[config.mk]
export PLATFORM = sky130hd
export DESIGN_NAME = spmf_top
export DESIGN_NICKNAME = d
export VERILOG_FILES = /design/src/core/spmf_pkg.sv /design/src/core/spmf_top.sv
export VERILOG_INCLUDE_DIRS = /design/src /design/src/core
export SDC_FILE = /design/constraint.sdc
export NUM_CORES = 1
export LEC_CHECK = 0
export BUFFER_PORTS_ARGS = -buffer_cell sky130_fd_sc_hd__buf_2
export CAP_MARGIN = 20
export CORE_MARGIN = 2
export CORE_UTILIZATION = 47
export DETAILED_ROUTE_END_ITERATION = 10
export HOLD_SLACK_MARGIN = 0.08
export PLACE_DENSITY = 0.67
export SLEW_MARGIN = 20
export SYNTH_ARGS = -nofsm -noshare
export SYNTH_HDL_FRONTEND = slang
export SYNTH_SLANG_ARGS = --single-unit
[constraint.sdc]
create_clock -name aclk -period 13.8 [get_ports aclk]
set_input_delay 2.76 -clock aclk [delete_from_list [all_inputs] [get_ports aclk]]
set_output_delay 2.76 -clock aclk [all_outputs]
set_load 0.01 [all_outputs]
[src/core/spmf_consts.svh]
`ifndef SPMF_CONSTS_SVH
`define SPMF_CONSTS_SVH
// Register byte addresses
`define SPMF_ADDR_DELAY 8'h00
`define SPMF_ADDR_NODE 8'h04
`define SPMF_ADDR_CODES 8'h08
`define SPMF_ADDR_PORT 8'h0C
`define SPMF_ADDR_STAT 8'h10
// Field positions
`define SPMF_NODE_LSB 0
`define SPMF_NODE_MSB 7
`define SPMF_SC_LSB 8
`define SPMF_SC_MSB 11
`define SPMF_EC_LSB 12
`define SPMF_EC_MSB 15
`define SPMF_CODE_LSB 0
`define SPMF_CODE_MSB 7
`define SPMF_CNT_LSB 8
`define SPMF_CNT_MSB 15
`define SPMF_EN_LSB 0
`define SPMF_EN_MSB 3
`define SPMF_SLV_BIT 4
`define SPMF_RATE_LSB 16
`define SPMF_RATE_MSB 23
`define SPMF_MODE_LSB 12
`define SPMF_MODE_MSB 15
// Field values
`define SPMF_SC_ON 4'h1
`define SPMF_EN_ON 4'h1
`define SPMF_MODE_RAW 4'h1
`define SPMF_EC_COUNT 4'h0
`define SPMF_EC_CODE 4'h1
`define SPMF_EC_CRLF 4'h2
`define SPMF_CR 8'h0D
`define SPMF_LF 8'h0A
`define SPMF_FULL_CNT 9'h100
`define SPMF_NODE_MAX 8'h31
// Reset values
`define SPMF_RST_WORD 16'h0000
`define SPMF_RST_PORT 32'h0000_0000
// Timing
`define SPMF_CLK_KHZ 100000
`define SPMF_TICK_MS 10
`define SPMF_TICK_CYC (`SPMF_TICK_MS * `SPMF_CLK_KHZ)
// Bit periods in clocks for each rate code
`define SPMF_DIV_1K2 17'h14585
`define SPMF_DIV_2K4 17'h0A2C3
`define SPMF_DIV_4K8 17'h05161
`define SPMF_DIV_9K6 17'h028B1
`define SPMF_DIV_19K2 17'h01458
// Bus responses
`define SPMF_RESP_OK 2'h0
`define SPMF_RESP_ERR 2'h2
`endif

[src/core/spmf_pkg.sv]
`default_nettype none
package spmf_pkg;
   // Receive framer states
   typedef enum logic [1:0] {RX_HUNT, RX_COLLECT} spmf_rx_t;
   // Transmit delay states
   typedef enum logic [1:0] {TX_IDLE, TX_WAIT, TX_GO} spmf_tx_t;
endpackage
`default_nettype wire

[src/core/spmf_top.sv]
`include "spmf_consts.svh"
`default_nettype none

////////////////////////////////////////////////////////////////////////////
// Small FIFO with registered flags
module spmf_fifo #(
   parameter int W = 9,
   parameter int D = 4
) (
   // Clock and reset
   input wire logic clk,
   input wire logic rst_n,
   input wire logic ce,
   // Fill side
   input wire logic in_valid,
   input wire logic [W-1:0] in_data,
   output logic in_ready,
   // Drain side
   output logic out_valid,
   output logic [W-1:0] out_data,
   input wire logic out_ready
);
   localparam int AW = (D > 1) ? $clog2(D) : 1;
   logic [W-1:0] mem [D]; // Storage
   logic [AW-1:0] wp_q; // Write pointer
   logic [AW-1:0] rp_q; // Read pointer
   logic [AW:0] cnt_q; // Fill level
   logic [AW:0] cnt_d;
   logic push;
   logic pop;

   assign push = in_valid & in_ready;
   assign pop = out_valid & out_ready;
   assign out_data = mem[rp_q];

   // Next fill level
   always_comb
   begin
      cnt_d = cnt_q;
      if (push & ~pop)
      begin
         cnt_d = cnt_q + 1'b1;
      end
      else if (pop & ~push)
      begin
         cnt_d = cnt_q - 1'b1;
      end
   end

   // Storage write
   always_ff @(posedge clk)
   begin
      if (ce & push)
      begin
         mem[wp_q] <= in_data;
      end
   end

   // Pointers, level and flags
   always_ff @(posedge clk)
   begin
      if (!rst_n)
      begin
         wp_q <= '0;
         rp_q <= '0;
         cnt_q <= '0;
         in_ready <= 1'b1;
         out_valid <= 1'b0;
      end
      else if (ce)
      begin
         if (push)
         begin
            wp_q <= (wp_q == AW'(D - 1)) ? '0 : wp_q + 1'b1;
         end
         if (pop)
         begin
            rp_q <= (rp_q == AW'(D - 1)) ? '0 : rp_q + 1'b1;
         end
         cnt_q <= cnt_d;
         in_ready <= (cnt_d != (AW + 1)'(D));
         out_valid <= (cnt_d != '0);
      end
   end
endmodule

////////////////////////////////////////////////////////////////////////////
// Serial port message framing core
module spmf_top #(
   parameter int TICK_CYCLES = `SPMF_TICK_CYC,
   parameter int FIFO_DEPTH = 4
) (
   // Clock, reset, enable
   input wire logic aclk,
   input wire logic aresetn,
   input wire logic ce,
   // AXI4-Lite write
   input wire logic [7:0] s_axi_awaddr,
   input wire logic s_axi_awvalid,
   output logic s_axi_awready,
   input wire logic [31:0] s_axi_wdata,
   input wire logic [3:0] s_axi_wstrb,
   input wire logic s_axi_wvalid,
   output logic s_axi_wready,
   output logic [1:0] s_axi_bresp,
   output logic s_axi_bvalid,
   input wire logic s_axi_bready,
   // AXI4-Lite read
   input wire logic [7:0] s_axi_araddr,
   input wire logic s_axi_arvalid,
   output logic s_axi_arready,
   output logic [31:0] s_axi_rdata,
   output logic [1:0] s_axi_rresp,
   output logic s_axi_rvalid,
   input wire logic s_axi_rready,
   // Received bytes from the line
   input wire logic rx_valid,
   input wire logic [7:0] rx_data,
   output logic rx_ready,
   // Framed message stream
   output logic m_valid,
   output logic [7:0] m_data,
   output logic m_last,
   input wire logic m_ready,
   // Transmit request and release
   input wire logic tx_req,
   output logic tx_go_q,
   // Port settings to the line logic
   output logic raw_mode_q,
   output logic [7:0] node_id_q,
   output logic [16:0] baud_div_q
);
   logic [15:0] delay_q; // transmit_delay_word
   logic [15:0] node_q; // node_and_framing_word
   logic [15:0] codes_q; // framing_codes_word
   logic [31:0] port_q; // Port setup word
   logic aw_got_q;
   logic [7:0] awaddr_q;
   logic w_got_q;
   logic [31:0] wdata_q;
   logic [3:0] wstrb_q;
   spmf_pkg::spmf_rx_t rx_q; // Framer state
   spmf_pkg::spmf_tx_t tx_q; // Delay state
   logic [8:0] bytes_q; // Bytes in current message
   logic last_cr_q; // Previous byte was CR
   logic [13:0] ticks_q; // Remaining 10 ms ticks
   logic [31:0] sub_q; // Clocks within a tick
   logic baud_bad_q; // Rate code out of range
   logic fifo_in_ready;
   logic [8:0] fifo_out;
   logic take; // Byte accepted from line
   logic keep; // Byte goes to the stream
   logic ends; // Byte closes the message
   logic [8:0] target;
   logic wr_fire;

   // Apply byte strobes to a 16-bit word
   function automatic logic [15:0] merge16(input logic [15:0] old,
      input logic [31:0] d, input logic [3:0] s);
      merge16 = {s[1] ? d[15:8] : old[15:8], s[0] ? d[7:0] : old[7:0]};
   endfunction

   // Four BCD digits to binary
   function automatic logic [13:0] bcd4(input logic [15:0] b);
      bcd4 = 14'(b[15:12] * 14'd1000 + b[11:8] * 14'd100
         + b[7:4] * 14'd10 + b[3:0]);
   endfunction

   ////////////////////////////////////////////////////////////////////////
   // Effective mode: honoured only while setup is enabled
   always_ff @(posedge aclk)
   begin
      if (!aresetn)
      begin
         raw_mode_q <= 1'b0;
      end
      else if (ce)
      begin
         raw_mode_q <= (port_q[`SPMF_EN_MSB:`SPMF_EN_LSB] == `SPMF_EN_ON)
            && (port_q[`SPMF_MODE_MSB:`SPMF_MODE_LSB] == `SPMF_MODE_RAW);
      end
   end

   // Node number, clamped at the top legal BCD value
   always_ff @(posedge aclk)
   begin
      if (!aresetn)
      begin
         node_id_q <= 8'h00;
      end
      else if (ce)
      begin
         node_id_q <= (node_q[`SPMF_NODE_MSB:`SPMF_NODE_LSB] > `SPMF_NODE_MAX)
            ? `SPMF_NODE_MAX : node_q[`SPMF_NODE_MSB:`SPMF_NODE_LSB];
      end
   end

   // Bit period from rate code
   always_ff @(posedge aclk)
   begin
      if (!aresetn)
      begin
         baud_div_q <= `SPMF_DIV_1K2;
         baud_bad_q <= 1'b0;
      end
      else if (ce)
      begin
         baud_bad_q <= 1'b0;
         case (port_q[`SPMF_RATE_MSB:`SPMF_RATE_LSB])
            8'h00: baud_div_q <= `SPMF_DIV_1K2;
            8'h01: baud_div_q <= `SPMF_DIV_2K4;
            8'h02: baud_div_q <= `SPMF_DIV_4K8;
            8'h03: baud_div_q <= `SPMF_DIV_9K6;
            8'h04: baud_div_q <= `SPMF_DIV_19K2;
            default:
            begin
               // Unknown code falls back to the slowest rate
               baud_div_q <= `SPMF_DIV_1K2;
               baud_bad_q <= 1'b1;
            end
         endcase
      end
   end

   ////////////////////////////////////////////////////////////////////////
   // Receive framing
   assign take = rx_valid & fifo_in_ready;
   assign target = (codes_q[`SPMF_CNT_MSB:`SPMF_CNT_LSB] == 8'h00)
      ? `SPMF_FULL_CNT : {1'b0, codes_q[`SPMF_CNT_MSB:`SPMF_CNT_LSB]};
   assign keep = take & (!raw_mode_q || rx_q == spmf_pkg::RX_COLLECT);

   // End-of-message decision for the byte being kept
   always_comb
   begin
      ends = 1'b0;
      if (raw_mode_q)
      begin
         case (node_q[`SPMF_EC_MSB:`SPMF_EC_LSB])
            `SPMF_EC_COUNT: ends = (bytes_q + 9'h001 == target);
            `SPMF_EC_CODE:
               ends = (rx_data == codes_q[`SPMF_CNT_MSB:`SPMF_CNT_LSB]);
            `SPMF_EC_CRLF: ends = last_cr_q && (rx_data == `SPMF_LF);
            default: ends = 1'b0;
         endcase
      end
   end

   // Framer state: hunt for start code, then collect
   always_ff @(posedge aclk)
   begin
      if (!aresetn)
      begin
         rx_q <= spmf_pkg::RX_HUNT;
         bytes_q <= 9'h000;
         last_cr_q <= 1'b0;
      end
      else if (ce && take)
      begin
         if (!raw_mode_q)
         begin
            // Host command traffic passes unframed
            rx_q <= spmf_pkg::RX_HUNT;
            bytes_q <= 9'h000;
            last_cr_q <= 1'b0;
         end
         else if (rx_q == spmf_pkg::RX_HUNT)
         begin
            if (node_q[`SPMF_SC_MSB:`SPMF_SC_LSB] != `SPMF_SC_ON)
            begin
               // No start code: this byte opens the message
               rx_q <= ends ? spmf_pkg::RX_HUNT : spmf_pkg::RX_COLLECT;
               bytes_q <= ends ? 9'h000 : 9'h001;
               last_cr_q <= (rx_data == `SPMF_CR);
            end
            else if (rx_data == codes_q[`SPMF_CODE_MSB:`SPMF_CODE_LSB])
            begin
               rx_q <= spmf_pkg::RX_COLLECT;
               bytes_q <= 9'h000;
               last_cr_q <= 1'b0;
            end
         end
         else
         begin
            rx_q <= ends ? spmf_pkg::RX_HUNT : spmf_pkg::RX_COLLECT;
            bytes_q <= ends ? 9'h000 : bytes_q + 9'h001;
            last_cr_q <= (rx_data == `SPMF_CR);
         end
      end
   end

   // Start code off: first byte kept
   logic push;
   assign push = raw_mode_q && rx_q == spmf_pkg::RX_HUNT
      && node_q[`SPMF_SC_MSB:`SPMF_SC_LSB] != `SPMF_SC_ON ? take : keep;

   spmf_fifo #(.W(9), .D(FIFO_DEPTH)) u_fifo (
      .clk(aclk),
      .rst_n(aresetn),
      .ce(ce),
      .in_valid(rx_valid & push),
      .in_data({ends, rx_data}),
      .in_ready(fifo_in_ready),
      .out_valid(m_valid),
      .out_data(fifo_out),
      .out_ready(m_ready)
   );
   assign rx_ready = fifo_in_ready;
   assign m_data = fifo_out[7:0];
   assign m_last = fifo_out[8];

   ////////////////////////////////////////////////////////////////////////
   // Transmit delay in 10 ms ticks
   always_ff @(posedge aclk)
   begin
      if (!aresetn)
      begin
         tx_q <= spmf_pkg::TX_IDLE;
         tx_go_q <= 1'b0;
         ticks_q <= 14'h0000;
         sub_q <= 32'h0000_0000;
      end
      else if (ce)
      begin
         case (tx_q)
            spmf_pkg::TX_IDLE:
            begin
               sub_q <= 32'h0000_0000;
               ticks_q <= bcd4(delay_q);
               if (tx_req)
               begin
                  // Delay only in raw or slave-initiated mode
                  if ((raw_mode_q || port_q[`SPMF_SLV_BIT])
                     && delay_q != `SPMF_RST_WORD)
                  begin
                     tx_q <= spmf_pkg::TX_WAIT;
                  end
                  else
                  begin
                     tx_q <= spmf_pkg::TX_GO;
                     tx_go_q <= 1'b1;
                  end
               end
            end
            spmf_pkg::TX_WAIT:
            begin
               if (sub_q == 32'(TICK_CYCLES - 1))
               begin
                  sub_q <= 32'h0000_0000;
                  ticks_q <= ticks_q - 14'h0001;
                  if (ticks_q == 14'h0001)
                  begin
                     tx_q <= spmf_pkg::TX_GO;
                     tx_go_q <= 1'b1;
                  end
               end
               else
               begin
                  sub_q <= sub_q + 32'h0000_0001;
               end
            end
            spmf_pkg::TX_GO:
            begin
               // Release held until requester drops
               if (!tx_req)
               begin
                  tx_q <= spmf_pkg::TX_IDLE;
                  tx_go_q <= 1'b0;
               end
            end
            default: tx_q <= spmf_pkg::TX_IDLE;
         endcase
      end
   end

   ////////////////////////////////////////////////////////////////////////
   // AXI write channels, taken in either order
   assign wr_fire = aw_got_q & w_got_q & ~s_axi_bvalid;

   always_ff @(posedge aclk)
   begin
      if (!aresetn)
      begin
         aw_got_q <= 1'b0;
         w_got_q <= 1'b0;
         awaddr_q <= 8'h00;
         wdata_q <= 32'h0000_0000;
         wstrb_q <= 4'h0;
         s_axi_awready <= 1'b1;
         s_axi_wready <= 1'b1;
         s_axi_bvalid <= 1'b0;
         s_axi_bresp <= `SPMF_RESP_OK;
      end
      else if (ce)
      begin
         if (s_axi_awvalid & s_axi_awready)
         begin
            aw_got_q <= 1'b1;
            awaddr_q <= s_axi_awaddr;
            s_axi_awready <= 1'b0;
         end
         if (s_axi_wvalid & s_axi_wready)
         begin
            w_got_q <= 1'b1;
            wdata_q <= s_axi_wdata;
            wstrb_q <= s_axi_wstrb;
            s_axi_wready <= 1'b0;
         end
         if (wr_fire)
         begin
            aw_got_q <= 1'b0;
            w_got_q <= 1'b0;
            s_axi_bvalid <= 1'b1;
            s_axi_bresp <= (awaddr_q[7:2] > `SPMF_ADDR_PORT >> 2)
               ? `SPMF_RESP_ERR : `SPMF_RESP_OK;
         end
         if (s_axi_bvalid & s_axi_bready)
         begin
            s_axi_bvalid <= 1'b0;
            s_axi_awready <= 1'b1;
            s_axi_wready <= 1'b1;
         end
      end
   end

   // Register storage
   always_ff @(posedge aclk)
   begin
      if (!aresetn)
      begin
         delay_q <= `SPMF_RST_WORD;
         node_q <= `SPMF_RST_WORD;
         codes_q <= `SPMF_RST_WORD;
         port_q <= `SPMF_RST_PORT;
      end
      else if (ce && wr_fire)
      begin
         case ({awaddr_q[7:2], 2'b00})
            `SPMF_ADDR_DELAY: delay_q <= merge16(delay_q, wdata_q, wstrb_q);
            `SPMF_ADDR_NODE: node_q <= merge16(node_q, wdata_q, wstrb_q);
            `SPMF_ADDR_CODES: codes_q <= merge16(codes_q, wdata_q, wstrb_q);
            `SPMF_ADDR_PORT:
            begin
               port_q[15:0] <= merge16(port_q[15:0], wdata_q, wstrb_q);
               if (wstrb_q[2])
               begin
                  port_q[23:16] <= wdata_q[23:16];
               end
            end
            default: ;
         endcase
      end
   end

   // AXI read channel
   always_ff @(posedge aclk)
   begin
      if (!aresetn)
      begin
         s_axi_arready <= 1'b1;
         s_axi_rvalid <= 1'b0;
         s_axi_rdata <= 32'h0000_0000;
         s_axi_rresp <= `SPMF_RESP_OK;
      end
      else if (ce)
      begin
         if (s_axi_arvalid & s_axi_arready)
         begin
            s_axi_arready <= 1'b0;
            s_axi_rvalid <= 1'b1;
            s_axi_rresp <= `SPMF_RESP_OK;
            case ({s_axi_araddr[7:2], 2'b00})
               `SPMF_ADDR_DELAY: s_axi_rdata <= {16'h0000, delay_q};
               `SPMF_ADDR_NODE: s_axi_rdata <= {16'h0000, node_q};
               `SPMF_ADDR_CODES: s_axi_rdata <= {16'h0000, codes_q};
               `SPMF_ADDR_PORT: s_axi_rdata <= {8'h00, port_q[23:0]};
               `SPMF_ADDR_STAT:
                  s_axi_rdata <= {16'h0000, raw_mode_q, baud_bad_q,
                     tx_go_q, tx_q != spmf_pkg::TX_IDLE,
                     rx_q == spmf_pkg::RX_COLLECT, 2'b00, bytes_q};
               default:
               begin
                  s_axi_rdata <= 32'h0000_0000;
                  s_axi_rresp <= `SPMF_RESP_ERR;
               end
            endcase
         end
         if (s_axi_rvalid & s_axi_rready)
         begin
            s_axi_rvalid <= 1'b0;
            s_axi_arready <= 1'b1;
         end
      end
   end
endmodule
`default_nettype wire

==> summary.json, run 1 <==
{
  "layout": {
    "post_route_cells_drive_above_1_share_pct": 12.2,
    "finalNetCount": 1773,
    "final.fill_count": 2682,
    "instances_no_fill": 2027,
    "area_delta_synth_final_pct": 13.1,
    "final_area_um2": 15400
  },
  "clock_tree": {
    "total_cts_buffers": 30,
    "cts_root_buf": "clkbuf_16",
    "post_cts_resized": 0,
    "clock-sinks": 268,
    "clk-insertion-delay-late_ns": 0.59,
    "clkSlewWorstSetupHoldPaths_ns": 0.06,
    "tritoncts_clock_tree": "built",
    "cts_post_setup_buffers_inserted": 0,
    "ctsHtreeMaxLevel": 1,
    "postCtsHoldBufs": 0,
    "clk_path_buf_depth": 3
  },
  "global_route": {
    "groute.layer.met2.usage_pct": 37.3,
    "grt_antenna_before_repair": 2,
    "grt.met3_usage_pct": 3.81,
    "grt_overflow": 0,
    "globalRoute.busiestLayer": "met2",
    "grt.total_usage_pct": 22.5,
    "grt_use_met1_pct": 29.9,
    "pin_count_of_the_biggest_net_entering_global_routing": 88,
    "first_global_vias": 10800,
    "grt_first_pass_wirelength_um": 56100
  },
  "sta": {
    "fin_setup_tns_ns": 0,
    "hold_viol_final": 0,
    "fin_crit_ns": 4.95,
    "timing.max_slew.rel_slack_pct": 25.9,
    "setup_violations": 0,
    "fmaxAchievable_mhz": 202,
    "timing.final.max_slew_violations": 0,
    "layout_worst_path_cycle_share_pct": 35.9,
    "timing.clock.skew_ns": 0.0426,
    "post-route-worst-setup-slack_ns": 8.85,
    "tightest_slew_ns": 1.11,
    "rsz0062_at_grt": "no"
  },
  "yosys": {
    "synth_edf_count": 36,
    "ys.warnings.count": 0,
    "mappedNetlistArea_um2": 13600,
    "avgSynthCellArea_um2": 8.81,
    "yosys-mux-area-fraction_pct": 7.58,
    "postSynthCellCount": 1541,
    "synth.most_common_cell": "dfxtp_1",
    "yosys-top-cells-count": "dfxtp_1, nand2_1, nor2_1, a21oi_1, mux2i_1",
    "yosys_most_used_dff": "dfxtp_1",
    "synth-compound-area-share_pct": 12.7,
    "synthDistinctLibCells": 69,
    "seq_area_frac_synth_pct": 42.2,
    "synth_top_family_by_area": "simple AND/OR/NAND/NOR gates",
    "synthArstFlopShare_pct": 0,
    "yosys.area_share.xor_xnor_pct": 4.90,
    "ys_seq_elements": 268,
    "synth_fa_ha_area_share_pct": 8.41,
    "post-synth-top-area-fraction_pct": 34.2,
    "synth_simple_gate_area_share_pct": 19.6,
    "netlist_top_cells_area": "dfxtp_1, edfxtp_1, ha_1",
    "netlist.top_cell.by_area": "dfxtp_1"
  },
  "setup_path": {
    "critPathArrivalTime_ns": 5.42,
    "worst-setup-path-type": "in2reg",
    "cells_along_the_critical_path": "buf_2, nor4_1, nand2_1, nor2_1, nand3_1, a21oi_1",
    "cpMaxStageDelayCell": "nor2_1",
    "timing.critical_path.required_ns": 14.27,
    "worstSetupStartpointType": "primary input",
    "cpPeakStageDelay_ns": 0.73,
    "crit_path_end_kind": "register",
    "critPathLaunch": "s_axi_araddr[4]",
    "critPathMaxFanout": 18,
    "r2r-start": "delay_q[14]$_SDFFE_PN0P_"
  },
  "pwr": {
    "power-per-cell-area_nw_per_um2": 113,
    "power.ir.vdd_worst_uv": 88.5,
    "power.leakage_nw": 6.00
  },
  "drt": {
    "post-route-drc-count": 0,
    "route.detailed.vias_per_inst": 5.56,
    "drt_pass1_iterations": 6,
    "detail_route.iter0.violations": 710,
    "via_count": 11300,
    "drt_wirelength_um": 34700,
    "route.detailed.wl_per_inst_um": 17.1,
    "antenna_left": 0
  },
  "floorplanning": {
    "fp.coreArea_um2": 28500,
    "fp.dieW_um": 174,
    "ios": 150,
    "row_cnt": 62,
    "start_util_pct": 47.5,
    "die_area_um2": 30300,
    "dieHeight_um": 174
  },
  "hold_path": {
    "hp-class": "reg2reg",
    "min-delay-start": "s_axi_rdata[17]$_SDFFE_PN0P_"
  },
  "placement": {
    "place_congestion": 0.903,
    "detailed_place_hpwl_um": 24600,
    "place.port_buffers": 126,
    "place_inst": 1973,
    "post_dp_cell_area_um2": 14300,
    "placement.setup.worst_slack_ns": 8.36
  },
  "run": {
    "maxCapViolations": 0
  },
  "outcome": {
    "run_status": "completed"
  }
}
## layer usage
layer	wire length, µm	vias up
li1	-	5528
met1	15600	5332
met2	15800	331
met3	2220	72
met4	1100	0
met5	0	-
## worst max-delay path: cells and delay by family
family | cells | cell delay (ns)
AOI/OAI and AO/OA | 1 | 0.18
buffers and inverters | 1 | 0.27
and+or+nand+nor | 4 | 2.21
## stage by stage
step	power, W	hold WS (ns)	util (%)
6_report	0.00174	0.453	53.8
5_1_grt	0.00180	0.472	53.8
4_1_cts	0.00175	0.457	53.8
3_5_place_dp	0.000944	0.443	50.2
3_3_place_gp	0.000942	0.438	50.2
2_1_floorplan	0.000905	0.436	-
## logic make-up (layout without fill, tap and decap cells)
logic type | count (synthesis) | after routing
xor+xnor | 76 | 76
compound gates | 293 | 293
buf+inv | 145 | 237
other cells | 1 | 11
simple gates | 586 | 586
fa+ha+maj | 81 | 81
flops | 268 | 268
mux | 91 | 91
## layout make-up
type / count / area [µm²] / area share [%]
tap: 384 / 480 / 3.13
clock inverter: 18 / 213 / 1.39
multi-input combinational: 1137 / 7260 / 47.3
inverter: 53 / 201 / 1.31
clock buffer: 35 / 800 / 5.21
antenna: 1 / 2.50 / 0.0163
timing repair buffer: 131 / 668 / 4.35
sequential: 268 / 5730 / 37.3
## placed cells by master, fill, tap and decap left out, types with 6 or more instances in the layout
cell / synthesis / layout
nand3_1: 56 / 56
a211oi_1: 9 / 9
buf_2: 2 / 126
clkinv_1: 0 / 7
nand2_1: 203 / 203
o21ai_0: 67 / 67
mux2i_1: 78 / 78
and2_1: 8 / 8
nor3_1: 28 / 28
and3_1: 12 / 12
conb_1: 1 / 10
inv_1: 52 / 52
nor2b_1: 9 / 9
a21o_1: 6 / 6
o211ai_1: 18 / 18
xor2_1: 34 / 34
mux4_2: 9 / 9
clkbuf_16: 0 / 30
ha_1: 64 / 64
nor4_1: 21 / 21
nand2b_1: 14 / 14
nor2_1: 185 / 185
a31oi_1: 16 / 16
nand4_1: 15 / 15
a21oi_1: 131 / 131
fa_1: 17 / 17
xnor2_1: 42 / 42
a22oi_1: 9 / 9
edfxtp_1: 36 / 36
dfxtp_1: 232 / 232
## power by group
part           switching, W  internal [W]  leakage (nW)  total, W
registers         0.0000140      0.000806          2.21  0.000820
clock network      0.000324      0.000486         0.485  0.000810
logic             0.0000703     0.0000372          3.30  0.000108
total              0.000408       0.00133          6.00   0.00174
## registers in the layout, indices dropped and copies added, names as in the netlist, 2 cells and up, named ones only
register / flops
u_fifo.cnt_q: 3
node_id_q: 8
u_fifo.rp_q: 2
u_fifo.mem: 36
tx_q: 2
bytes_q: 9
sub_q: 32
port_q: 24
u_fifo.wp_q: 2
awaddr_q: 6
wdata_q: 24
baud_div_q: 13
s_axi_rdata: 24
wstrb_q: 3
codes_q: 16
ticks_q: 14
node_q: 16
delay_q: 16
## worst paths after layout
| check | end | slack, ns | depth (start not counted) |
|---|---|---|---|
| hold / removal | s_axi_rdata[17]$_SDFFE_PN0P_ | 0.45 | 2 |
| setup reg to reg | ticks_q[13]$_SDFFE_PN0P_ | 8.98 | 19 |
| setup / recovery | s_axi_rdata[20]$_SDFFE_PN0P_ | 8.85 | 6 |
| hold reg to reg | s_axi_rdata[17]$_SDFFE_PN0P_ | 0.45 | 2 |
Power figures use the tool's default switching activity.
==> run 2, diff against run 1 <==
Settings changed: ABC_AREA set to 1, PLACE_DENSITY 0.67 to 0.7.
Clock period 13.8 ns to 4 ns, I/O delays scaled along.
==> summary.json, run 2 <==
{
  "layout": {
    "mostFrequentLayoutCell": "nand2_1",
    "final.fill_count": 2712,
    "area_delta_synth_final_pct": 16.8,
    "top_register_by_number_of_flip_flops": "u_fifo.mem",
    "post_route_cells_drive_above_1_share_pct": 14.7,
    "finalNetCount": 2093,
    "largestRegisters": "u_fifo.mem: 36 flops, sub_q: 32 flops",
    "finalCoreUtilization_pct": 56.1,
    "highest_count_cells_in_the_layout_ignoring_fill_and_taps": "nand2_1, inv_1, dfxtp_1, o21ai_0, a21oi_1",
    "largest_reg_flops": 36,
    "final_area_um2": 16200,
    "n_antenna_cell": 0
  },
  "yosys": {
    "synthDistinctLibCells": 58,
    "synth.most_common_cell": "nand2_1",
    "netlist_top_cells_area": "dfxtp_1, o21ai_0, edfxtp_1",
    "avgSynthCellArea_um2": 7.63,
    "postSynthCellCount": 1822,
    "mappedNetlistArea_um2": 13900,
    "yosys-top-cells-count": "nand2_1, inv_1, dfxtp_1, o21ai_0, a21oi_1",
    "synthArstFlopShare_pct": 0,
    "synth_edf_count": 36,
    "seq_area_frac_synth_pct": 41.2,
    "yosys_most_used_dff": "dfxtp_1",
    "ys_seq_elements": 268,
    "ys.warnings.count": 0,
    "post-synth-top-area-fraction_pct": 33.4,
    "netlist.top_cell.by_area": "dfxtp_1"
  },
  "drt": {
    "met2WireLength_um": 17300,
    "drt_pass1_iterations": 6,
    "routedLengthMet1_um": 17000,
    "detail_route.iter0.violations": 1320,
    "drt_wirelength_um": 38400,
    "post-route-drc-count": 0,
    "via_count": 12900,
    "antenna_left": 0,
    "length_of_routed_met3_wiring_um": 3200,
    "route.detailed.vias_per_inst": 5.49,
    "topRoutingLayerUsed": "met4",
    "route.detailed.wl_per_inst_um": 16.4
  },
  "clock_tree": {
    "clk_path_buf_depth": 3,
    "postCtsHoldBufs": 0,
    "cts_root_buf": "clkbuf_16",
    "clkSlewWorstSetupHoldPaths_ns": 0.06,
    "total_cts_buffers": 29,
    "clk-insertion-delay-late_ns": 0.57,
    "ctsHtreeMaxLevel": 1,
    "clock-sinks": 268,
    "tritoncts_clock_tree": "built"
  },
  "setup_path": {
    "crit_path_end_kind": "register",
    "critPathBufInv": 5,
    "worst-setup-path-type": "reg2reg",
    "critPathArrivalTime_ns": 4.46,
    "cells_along_the_critical_path": "fa_1, inv_2, fa_1, ha_1, buf_4, inv_1, xor2_1, inv_1, ha_4, ha_4, ha_4, nand2_4, nor3_4, nand3_1, nand4_1, inv_2, nand2_1, nand2_1, o21ai_1, o21ai_1",
    "cpPeakStageDelay_ns": 0.58,
    "cpMaxStageDelayCell": "fa_1",
    "most_prevalent_standard_cell_on_the_critical_path": "ha_4",
    "timing.critical_path.required_ns": 4.45,
    "worst_path_dominant_cell_family": "adder cells",
    "critPathMaxFanout": 4,
    "worstSetupStartpointType": "register"
  },
  "pwr": {
    "power.ir.vdd_worst_uv": 297,
    "power.leakage_nw": 6.97,
    "power-per-cell-area_nw_per_um2": 384
  },
  "floorplanning": {
    "ios": 150,
    "dieHeight_um": 176,
    "start_util_pct": 48.0,
    "fp.coreArea_um2": 28900,
    "fp.dieW_um": 176,
    "die_area_um2": 31000,
    "row_cnt": 62
  },
  "global_route": {
    "pin_count_of_the_biggest_net_entering_global_routing": 123,
    "grt_overflow": 0,
    "grt.total_usage_pct": 23.8,
    "grt_antenna_before_repair": 0,
    "grt_first_pass_wirelength_um": 60300,
    "first_global_vias": 11900
  },
  "sta": {
    "timing.clock.skew_ns": 0.0203,
    "rsz0062_at_grt": "yes",
    "setup_violations": 1,
    "timing.max_slew.rel_slack_pct": 25.5,
    "hold_viol_final": 0,
    "layout_worst_path_cycle_share_pct": 100,
    "timing.final.max_slew_violations": 0,
    "fmaxAchievable_mhz": 249,
    "tightest_slew_ns": 1.11,
    "fin_setup_tns_ns": -0.0117,
    "post-route-worst-setup-slack_ns": -0.0117,
    "fin_crit_ns": 4.01
  },
  "placement": {
    "post_dp_cell_area_um2": 14900,
    "place_congestion": 0.918,
    "place.port_buffers": 126,
    "detailed_place_hpwl_um": 27100
  },
  "run": {
    "maxCapViolations": 0
  },
  "outcome": {
    "failed_checks": "negative setup slack",
    "run_status": "finished with violations"
  },
  "hold_path": {
    "hp-class": "reg2reg"
  }
}
[run 2: cell count changes after synthesis, moves of 59 or more]
cell	change
a21oi_1	+71
nand2_1	+59
inv_1	+184
o21ai_0	+150
mux2i_1	-78
[run 2: per-layer routing]
| metal | vias up | track usage (%) |
|---|---|---|
| li1 | 6382 | - |
| met1 | 5921 | 33.1 |
| met4 | 0 | 6.03 |
| met5 | - | 0 |
| met2 | 499 | 38.6 |
| met3 | 80 | 4.16 |
[run 2: repair_timing]
action,in CTS,in global routing
endpoints found under the setup margin,6,6
gates resized for setup,19,32
setup buffers,2,3
gates cloned,0,0
pin swaps,6,29
[run 2: layout make-up]
cell class	instances	area (µm²)	share of cell area, %
clock buffers	40	840	5.17
clock inverters	14	171	1.06
inverters	240	905	5.57
multi-input cells	1242	7200	44.4
flip-flops and latches	268	5730	35.3
well taps	384	480	2.96
repair buffers	160	905	5.57
[run 2: cell families after synthesis]
group / share of synthesized area [%]
compound gates: 19.9
xor+xnor: 1.58
fa+ha+maj: 8.21
buf+inv: 9.31
flops: 41.2
other cells: 0.0270
simple gates: 19.7
[run 2: per-stage QoR]
stage | setup slack, ns | hold WS, ns | power (W) | instances
floorplan | 0.00733 | 0.424 | 0.00328 | 1831
CTS | 0.00111 | 0.427 | 0.00625 | 2345
finish | -0.0117 | 0.425 | 0.00623 | 2348
global route | -0.179 | 0.448 | 0.00645 | 2348
detailed placement | -0.221 | 0.417 | 0.00347 | 2289
global placement | -0.139 | 0.413 | 0.00346 | 2289
[run 2: final timing paths]
check,startpoint,endpoint,slack (ns),cells after the start
max,delay_q[13]$_SDFFE_PN0P_,ticks_q[13]$_SDFFE_PN0P_,-0.01,20
min,node_id_q[7]$_SDFFE_PN0P_,node_id_q[7]$_SDFFE_PN0P_,0.43,2
max reg2reg,delay_q[13]$_SDFFE_PN0P_,ticks_q[13]$_SDFFE_PN0P_,-0.01,20
min reg2reg,node_id_q[7]$_SDFFE_PN0P_,node_id_q[7]$_SDFFE_PN0P_,0.43,2
[run 2: worst reg2reg max path, cell delays in order (launching register included)]
cell and delay, ns:
dfxtp_4 0.36, fa_1 0.58, inv_2 0.06, fa_1 0.44
ha_1 0.36, buf_4 0.16, inv_1 0.08, xor2_1 0.18
inv_1 0.10, ha_4 0.28, ha_4 0.20, ha_4 0.31
nand2_4 0.07, nor3_4 0.20, nand3_1 0.09, nand4_1 0.10
inv_2 0.05, nand2_1 0.06, nand2_1 0.05, o21ai_1 0.14
o21ai_1 0.07
[run 2: power by group]
part	internal, W	total [W]	switching, W
Clock	0.00167	0.00281	0.00114
Sequential	0.00281	0.00285	0.0000467
Combinational	0.000173	0.000570	0.000397
